===== src/hcie_defs.svh =====
`ifndef HCIE_DEFS_SVH
`define HCIE_DEFS_SVH
// Behaviour
// - Set root hub change flag when root hub or any port status changes.
// - Set frame overflow flag on every toggle of frame number bit 15.
// - System error flag at bit 4 always reads zero here.
// - A flagged system error halts processing and bus signalling until corrected.
// - Set resume detected flag on rising edge of device resume signalling.
// - No resume flag when software itself enters the resume functional state.
// - At each frame start set frame start flag and emit an SOF.
// - Schedule overrun sets overrun flag and increments the overrun counter.
// - Each enable bit gates the status flag at the same position.
// - Interrupt requested only when flag, its enable and master enable set.
// - Enable register writes set ones; zeros leave bits unchanged.
// - Enable register read returns current contents including master enable.
// - Enable register read code 04h, write code 84h.
// - Status flags cleared only by software writing one; hardware never clears.
// - Status register read code 03h, write code 83h.
// - Two-bit overrun counter starts zero, counts every overrun, wraps.
`define HCIE_CMD_STATUS_RD 8'h03
`define HCIE_CMD_STATUS_WR 8'h83
`define HCIE_CMD_ENABLE_RD 8'h04
`define HCIE_CMD_ENABLE_WR 8'h84
`define HCIE_CMD_CMDST_RD 8'h02
`define HCIE_BIT_SO 0
`define HCIE_BIT_SF 2
`define HCIE_BIT_RD 3
`define HCIE_BIT_UE 4
`define HCIE_BIT_FNO 5
`define HCIE_BIT_ROOT_HUB_CHANGE_FLAG 6
`define HCIE_BIT_MIE 31
`define HCIE_FRAME_MSB 15
`define HCIE_CNT_LSB 16
`define HCIE_EVENT_MASK 32'h0000007d
`define HCIE_ENABLE_MASK 32'h8000007d
`define HCIE_RESET_VAL 32'h00000000
`endif


===== src/hcie_pkg.sv =====
package hcie_pkg;
  typedef logic [31:0] hcie_word_type;
  typedef logic [7:0] hcie_cmd_type;
endpackage : hcie_pkg


===== src/hcie_ctrl.sv =====
`include "hcie_defs.svh"
// Event flags, enable mask and interrupt request of the host engine
module hcie_ctrl
  import hcie_pkg::*;
(
  input wire logic sys_clk_in,
  input wire logic rst_in,
  input wire logic ce_in,
  input wire logic cmd_valid_in,
  input wire hcie_cmd_type cmd_code_in,
  input wire hcie_word_type cmd_wdata_in,
  output hcie_word_type rdata_out,
  output logic rdata_valid_out,
  input wire logic root_hub_status_change_in,
  input wire logic [15:0] frame_number_in,
  input wire logic resume_signal_in,
  input wire logic resume_functional_state_in,
  input wire logic frame_start_in,
  input wire logic sched_overrun_in,
  output logic sof_out,
  output logic halt_out,
  output logic [1:0] overrun_count_out,
  output logic irq_out
);
  hcie_word_type event_flags_r;
  hcie_word_type event_flags_nxt;
  hcie_word_type event_enable_mask_r;
  hcie_word_type event_enable_mask_nxt;
  hcie_word_type rdata_r;
  hcie_word_type rd_mux;
  hcie_word_type set_vec;
  logic [1:0] overrun_cnt_r;
  logic sof_r;
  logic rvalid_r;
  logic [3:0] sync1_r;
  logic [3:0] sync2_r;
  logic [3:0] rise_w;
  logic [3:0] toggle_w;
  logic irq_w;
  logic wr_status;
  logic wr_enable;
  logic rd_hit;

  // Pins arrive from other logic domains: two-stage synchroniser first.
  // Keeps tracking through reset, so a pin resting high is no edge later.
  always_ff @(posedge sys_clk_in) begin
    if (rst_in || ce_in) begin
      sync1_r <= {frame_number_in[`HCIE_FRAME_MSB], resume_signal_in,
                  root_hub_status_change_in, resume_functional_state_in};
      sync2_r <= sync1_r;
    end
  end

  hcie_edge_detect #(.WIDTH(4)) u_edges (
    .sys_clk_in(sys_clk_in),
    .rst_in(rst_in),
    .ce_in(ce_in),
    .level_in(sync2_r),
    .rise_out(rise_w),
    .toggle_out(toggle_w)
  );

  // Read-code decode; unknown codes give no answer at all
  function automatic logic hcie_is_read(input hcie_cmd_type code);
    return (code == `HCIE_CMD_STATUS_RD) || (code == `HCIE_CMD_ENABLE_RD) ||
      (code == `HCIE_CMD_CMDST_RD);
  endfunction : hcie_is_read

  // Command decode
  assign wr_status = cmd_valid_in && (cmd_code_in == `HCIE_CMD_STATUS_WR);
  assign wr_enable = cmd_valid_in && (cmd_code_in == `HCIE_CMD_ENABLE_WR);
  assign rd_hit = cmd_valid_in && hcie_is_read(cmd_code_in);

  // Hardware set vector; system error never raised here
  always_comb begin
    set_vec = 32'h00000000;
    set_vec[`HCIE_BIT_ROOT_HUB_CHANGE_FLAG] = toggle_w[1];
    set_vec[`HCIE_BIT_FNO] = toggle_w[3];
    set_vec[`HCIE_BIT_UE] = 1'b0;
    // Software-entered resume masks the device edge
    set_vec[`HCIE_BIT_RD] = rise_w[2] && !sync2_r[0];
    set_vec[`HCIE_BIT_SF] = frame_start_in;
    set_vec[`HCIE_BIT_SO] = sched_overrun_in;
  end

  // Set wins over a simultaneous write-one clear
  assign event_flags_nxt = ((event_flags_r & ~(wr_status ? cmd_wdata_in : 32'h00000000))
                           | set_vec) & `HCIE_EVENT_MASK;
  // Set-only: no path here can clear an enable bit
  assign event_enable_mask_nxt = event_enable_mask_r
    | ((wr_enable ? cmd_wdata_in : 32'h00000000) & `HCIE_ENABLE_MASK);

  // Read select
  always_comb begin
    case (cmd_code_in)
      `HCIE_CMD_STATUS_RD: rd_mux = event_flags_r;
      `HCIE_CMD_ENABLE_RD: rd_mux = event_enable_mask_r;
      `HCIE_CMD_CMDST_RD: rd_mux = {14'h0000, overrun_cnt_r, 16'h0000};
      default: rd_mux = 32'h00000000;
    endcase
  end

  // State registers
  always_ff @(posedge sys_clk_in) begin
    if (rst_in) begin
      event_flags_r <= `HCIE_RESET_VAL;
      event_enable_mask_r <= `HCIE_RESET_VAL;
      overrun_cnt_r <= 2'h0;
      sof_r <= 1'b0;
      rdata_r <= 32'h00000000;
      rvalid_r <= 1'b0;
    end else if (ce_in) begin
      event_flags_r <= event_flags_nxt;
      event_enable_mask_r <= event_enable_mask_nxt;
      if (sched_overrun_in) begin
        overrun_cnt_r <= overrun_cnt_r + 2'h1;
      end
      sof_r <= frame_start_in;
      rvalid_r <= rd_hit;
      if (rd_hit) begin
        rdata_r <= rd_mux;
      end
    end
  end

  // Level request; any enabled flag with master enable
  assign irq_w = event_enable_mask_r[`HCIE_BIT_MIE] &&
                 |(event_flags_r & event_enable_mask_r & `HCIE_EVENT_MASK);
  assign irq_out = irq_w;
  // Flag is always zero, so the halt never asserts in this build
  assign halt_out = event_flags_r[`HCIE_BIT_UE];
  assign sof_out = sof_r;
  assign overrun_count_out = overrun_cnt_r;
  assign rdata_out = rdata_r;
  assign rdata_valid_out = rvalid_r;

  // Request gating: flag, its enable and the master enable all needed
  a_irq_gating: assert property (@(posedge sys_clk_in) disable iff (rst_in)
    irq_out |-> event_enable_mask_r[31] && |(event_flags_r & event_enable_mask_r))
    else $error("irq without enabled flag");
  a_irq_level: assert property (@(posedge sys_clk_in) disable iff (rst_in)
    (event_enable_mask_r[31] && |(event_flags_r & event_enable_mask_r & 32'h7d)) |-> irq_out)
    else $error("irq missing");
  a_mie_gate: assert property (@(posedge sys_clk_in) disable iff (rst_in)
    !event_enable_mask_r[31] |-> !irq_out)
    else $error("irq without master enable");

  // Event capture, one or more checks per flag source
  a_ue_zero: assert property (@(posedge sys_clk_in) disable iff (rst_in)
    !event_flags_r[4] && !halt_out)
    else $error("system error flag set");
  a_root_hub_change_flag_set: assert property (@(posedge sys_clk_in) disable iff (rst_in)
    (ce_in && toggle_w[1]) |=> event_flags_r[6])
    else $error("hub change not flagged");
  a_fno_set: assert property (@(posedge sys_clk_in) disable iff (rst_in)
    (ce_in && toggle_w[3]) |=> event_flags_r[5])
    else $error("frame overflow not flagged");
  a_resume_set: assert property (@(posedge sys_clk_in) disable iff (rst_in)
    (ce_in && rise_w[2] && !sync2_r[0]) |=> event_flags_r[3])
    else $error("resume not flagged");
  a_resume_masked: assert property (@(posedge sys_clk_in) disable iff (rst_in)
    (ce_in && sync2_r[0] && !event_flags_r[3]) |=> !event_flags_r[3])
    else $error("resume flagged in software resume");
  a_sf_set: assert property (@(posedge sys_clk_in) disable iff (rst_in)
    (ce_in && frame_start_in) |=> event_flags_r[2] && sof_out)
    else $error("frame start not flagged");
  a_sof_pulse: assert property (@(posedge sys_clk_in) disable iff (rst_in)
    (ce_in && !frame_start_in) |=> !sof_out)
    else $error("frame marker without frame start");
  a_so_count: assert property (@(posedge sys_clk_in) disable iff (rst_in)
    (ce_in && sched_overrun_in) |=> event_flags_r[0] &&
    overrun_cnt_r == $past(overrun_cnt_r) + 2'h1)
    else $error("overrun not counted");
  a_overrun_hold: assert property (@(posedge sys_clk_in) disable iff (rst_in)
    (ce_in && !sched_overrun_in) |=> overrun_cnt_r == $past(overrun_cnt_r))
    else $error("overrun count moved without overrun");

  // Enable mask: set-only; the guard skips the edge that leaves reset
  a_enable_sticky: assert property (@(posedge sys_clk_in) disable iff (rst_in)
    !$past(rst_in) |-> ((event_enable_mask_r & ~$past(event_enable_mask_r)) == 32'h0) ||
    $past(wr_enable && ce_in))
    else $error("enable grew without write");
  a_enable_hold: assert property (@(posedge sys_clk_in) disable iff (rst_in)
    !$past(rst_in) |->
    (event_enable_mask_r & $past(event_enable_mask_r)) == $past(event_enable_mask_r))
    else $error("enable bit cleared");
  a_enable_read: assert property (@(posedge sys_clk_in) disable iff (rst_in)
    (ce_in && cmd_valid_in && cmd_code_in == 8'h04) |=> rdata_valid_out &&
    rdata_out == $past(event_enable_mask_r))
    else $error("enable read wrong");

  // Status flags: write-one clear only, reserved bits stay zero
  a_flag_noclear: assert property (@(posedge sys_clk_in) disable iff (rst_in)
    (ce_in && !wr_status && event_flags_r[6]) |=> event_flags_r[6])
    else $error("flag cleared by hardware");
  a_flag_w1c: assert property (@(posedge sys_clk_in) disable iff (rst_in)
    (ce_in && wr_status && cmd_wdata_in[5] && !toggle_w[3]) |=> !event_flags_r[5])
    else $error("write one did not clear flag");
  a_flag_no_wset: assert property (@(posedge sys_clk_in) disable iff (rst_in)
    (ce_in && wr_status && !frame_start_in && !event_flags_r[2]) |=> !event_flags_r[2])
    else $error("status write set a flag");
  a_reserved_zero: assert property (@(posedge sys_clk_in) disable iff (rst_in)
    (event_flags_r & ~32'h0000007d) == 32'h0 &&
    (event_enable_mask_r & ~32'h8000007d) == 32'h0)
    else $error("reserved bit set");
  a_status_read: assert property (@(posedge sys_clk_in) disable iff (rst_in)
    (ce_in && cmd_valid_in && cmd_code_in == 8'h03) |=> rdata_valid_out &&
    rdata_out == $past(event_flags_r))
    else $error("status read wrong");
  a_cmdst_read: assert property (@(posedge sys_clk_in) disable iff (rst_in)
    (ce_in && cmd_valid_in && cmd_code_in == 8'h02) |=> rdata_valid_out &&
    rdata_out == {14'h0000, $past(overrun_cnt_r), 16'h0000})
    else $error("overrun count read wrong");
  a_bad_code: assert property (@(posedge sys_clk_in) disable iff (rst_in)
    (ce_in && !(cmd_valid_in && cmd_code_in inside {8'h02, 8'h03, 8'h04})) |=> !rdata_valid_out)
    else $error("answer to unknown command");
  a_state_freeze: assert property (@(posedge sys_clk_in) disable iff (rst_in)
    !ce_in |=> $stable(event_flags_r) && $stable(event_enable_mask_r) &&
    $stable(overrun_cnt_r))
    else $error("state moved while frozen");
endmodule : hcie_ctrl


===== src/hcie_edge_detect.sv =====
// Registered edge detector for the event inputs
module hcie_edge_detect #(
  parameter int WIDTH = 4
) (
  input wire logic sys_clk_in,
  input wire logic rst_in,
  input wire logic ce_in,
  input wire logic [WIDTH-1:0] level_in,
  output logic [WIDTH-1:0] rise_out,
  output logic [WIDTH-1:0] toggle_out
);
  logic [WIDTH-1:0] prev_r;
  // Previous value, frozen with the clock enable
  always_ff @(posedge sys_clk_in) begin
    if (rst_in) begin
      prev_r <= level_in; // Tracks the level through reset: no false edge at release
    end else if (ce_in) begin
      prev_r <= level_in;
    end
  end
  assign rise_out = level_in & ~prev_r;
  assign toggle_out = level_in ^ prev_r;
endmodule : hcie_edge_detect


===== config.mk =====
export PLATFORM = sky130hd
export DESIGN_NAME = hcie_ctrl
export DESIGN_NICKNAME = d
export VERILOG_FILES = /design/src/hcie_pkg.sv /design/src/hcie_ctrl.sv /design/src/hcie_edge_detect.sv
export VERILOG_INCLUDE_DIRS = /design/src
export SDC_FILE = /design/constraint.sdc
export NUM_CORES = 1
export LEC_CHECK = 0
export ABC_AREA = 1
export ABC_CLOCK_PERIOD_IN_PS = 1500
export BUFFER_PORTS_ARGS = -buffer_cell sky130_fd_sc_hd__buf_4
export CORE_MARGIN = 3
export CORE_UTILIZATION = 45
export CTS_BUF_LIST = sky130_fd_sc_hd__clkbuf_4 sky130_fd_sc_hd__clkbuf_8
export DETAILED_ROUTE_END_ITERATION = 16
export PLACE_DENSITY = 0.9
export SLEW_MARGIN = 30
export SYNTH_ARGS = -nofsm -noshare
export SYNTH_HDL_FRONTEND = slang
export SYNTH_SLANG_ARGS = --single-unit

===== constraint.sdc =====
create_clock -name sys_clk_in -period 1.5 [get_ports sys_clk_in]
set_clock_uncertainty 0.1 [all_clocks]
set_input_delay 0.075 -clock sys_clk_in [delete_from_list [all_inputs] [get_ports sys_clk_in]]
set_output_delay 0.075 -clock sys_clk_in [all_outputs]
set_load 0.005 [all_outputs]

==> results by group <==
STA
  • Max Freq: 734 MHz
  • Hold_ws: 0.0665 ns
  • Final min period: 1.36 ns
  • RSZ-0062 raised after global routing: false
  • Hold Violations, Final: 0
  • Setup TNS: 0 ns
  • Crit share post-route: 0.909
  • Fin. max-slew vios: 0
  • # setup viols final: 0

Power
  • Pwr dens: 861 nW/um^2
  • Clock share of power: 0.331
  • VDD IR max: 0.695 mV
  • Switching Power: 0.460 mW
  • Pint: 1.49 mW
  • Sequential power share: 0.569
  • Combinational Power Share: 0.099
  • Sw Ratio: 0.236
  • Pleak: 1.08 nW

Clock network
  • Num CTS Buffers: 5
  • CTS tree: done
  • Number of setup buffers added after CTS: 0
  • CTS Buffer Depth: 2
  • Clock root buffer: clkbuf_8
  • Skew-Pair Late Insertion Delay: 0.28 ns
  • Worst-path clk slew: 0.07 ns
  • CTS HTree Levels: 2
  • Clock sink total: 37

Global routing
  • Total global-route track usage: 0.151
  • First-pass GRT wire length: 5980 um
  • Total gr overflow: 0
  • Largest net degree at the start of global routing: 21
  • Vias in the first global route: 1403
  • Initial antenna violation count: 0

Worst setup path
  • Crit path capture type: output pin
  • CP startpoint kind: flip-flop
  • Critical path type: flip-flop to output pin
  • Arr. time, crit path: 1.19 ns
  • CP Data Required Time: 1.32 ns
  • Crit Path Max Fanout: 4

Layout
  • Fill cell count: 349
  • Multi-input logic area: 727 um^2
  • NumNets Final: 343
  • Area Overhead vs Synth: 24.7%
  • Sequential standard cell area: 851 um^2
  • Commonest non-fill, non-tap cells in the layout: nand2_1, buf_4, dfxtp_1
  • Share of cells above drive strength 1: 0.237
  • Final cell count without fillers: 327
  • Most common cell after layout, fill and taps aside: nand2_1
  • # diodes: 0

Placement
  • Placed cells: 305
  • Detailed placement HPWL: 2610 um
  • PortBufs: 39
  • RePlAce Congestion: 0.769

Die
  • Die width: 69.5 um
  • Die Span Y: 69.5 um
  • Die area: 4840 um^2
  • Core ar.: 3770 um^2
  • Top Ports: 103
  • Site Rows: 22
  • Initial Util: 0.482

Yosys
  • Largest area contributor in the netlist: dfxtp_1
  • Synthesized area: 1820 um^2
  • Synth Instances: 225
  • Register area share after synthesis: 0.468
  • Synth warn: 0
  • Synth top area cells: dfxtp_1, edfxtp_1, buf_4
  • Avg Cell Area, Syn: 8.07 um^2
  • Synth cell types: 25
  • Yosys top cell area share: 0.287
  • Register bit total from synthesis: 37

Worst hold path
  • HP Class: input port to flip-flop

Route
  • Via Count: 1475
  • Pre-antenna DRT Iters: 4
  • WL per Instance: 10.9 um
  • DR vias/cell: 4.51
  • DRT Wirelength: 3580 um
  • DRC violations left: 0
  • DRT antenna net count: 0
  • Initial DRC count: 71

Run
  • Number of max-cap violations: 0

Run status
  • Status: complete, no violations
==> synth_stat cells <==
cell / count
o21ai_0: 15
a211oi_1: 1
buf_4: 23
nor2_8: 1
conb_1: 1
nor2_2: 3
or2_2: 1
clkbuf_1: 1
inv_1: 24
buf_6: 2
inv_2: 6
edfxtp_1: 11
nand3_4: 1
and2_1: 1
nand4_1: 2
dfxtp_1: 26
a21boi_0: 2
nor2_1: 19
nand3_1: 16
nand2_2: 5
nand2_4: 3
buf_2: 3
o22ai_1: 1
a21oi_1: 16
nand2_1: 41
==> registers in the layout, summed over array words and instances (netlist names) <==
name,cells
event_enable_mask_r,7
event_flags_r,6
overrun_count_out,2
rdata_out,9
rdata_valid_out,1
sof_out,1
sync1_r,4
sync2_r,4
u_edges.prev_r,3
==> final timing paths <==
check	start	to	slack (ns)	cells after the start
worst max register to register	sync2_r[1]	event_flags_r[6]	0.52	3
worst min register to register	sync1_r[0]	sync2_r[0]	0.33	0
worst max-delay path	event_flags_r[4]	irq_out	0.14	5
worst min-delay path	ce_in	event_enable_mask_r[0]	0.07	3
==> layout make-up <==
cell class,instances,area share
flip-flops and latches,37,0.376
repair buffers,53,0.191
clock inverters,3,0.00552
inverters,30,0.0497
well taps,48,0.0265
multi-input cells,151,0.321
clock buffers,5,0.0304
==> power by group through the flow <==
stage	combinational, mW	sequential [mW]	clock (mW)
floorplan	0.134	1.12	0
CTS	0.192	1.11	0.661
global placement	0.157	1.13	0
global route	0.217	1.12	0.704
finish	0.194	1.11	0.646
detailed placement	0.161	1.13	0
==> what timing repair did <==
action                     CTS  global route
gates resized for setup      0             1
hold endpoints to repair    17             0
setup endpoints to repair    0             1
hold buffers                14             0
==> critical path, cell delays in order (launching register included) <==
cell and delay, ns:
dfxtp_1 0.35, nand2_1 0.08, nand2_1 0.06, a211oi_2 0.19, a21oi_1 0.09, buf_4 0.14
==> logic make-up (layout without fill, tap and decap cells) <==
kind of cell           after synthesis  after routing  synth area share
AO/OA/AOI/OAI                       35             35             0.101
buffers and inverters               59             91             0.180
flip-flops                          37             37             0.468
other                                1             23           0.00206
AND/OR/NAND/NOR                     93             93             0.249
==> stage by stage <==
step                      setup slack, ns  power, mW  instance area, um^2  utilization
after floorplan                     0.433       1.26                 1900            -
after global placement              0.281       1.28                 2040        0.540
after detailed placement            0.233       1.29                 2040        0.540
after CTS                          0.0908       1.96                 2260        0.599
after global routing               0.0163       2.04                 2260        0.601
final                               0.137       1.95                 2260        0.601
==> layer usage <==
| metal | routed length [um] | vias to the layer above | GRT usage | part of all wire |
|---|---|---|---|---|
| met5 | 0 | - | 0 | 0 |
| met4 | 54 | 0 | 0.0716 | 0.015 |
| met3 | 281 | 8 | 0.0493 | 0.078 |
| met2 | 1850 | 60 | 0.256 | 0.52 |
| met1 | 1400 | 635 | 0.171 | 0.39 |
| li1 | - | 772 | - | - |
Note: power is estimated with default switching activity, not from simulation.
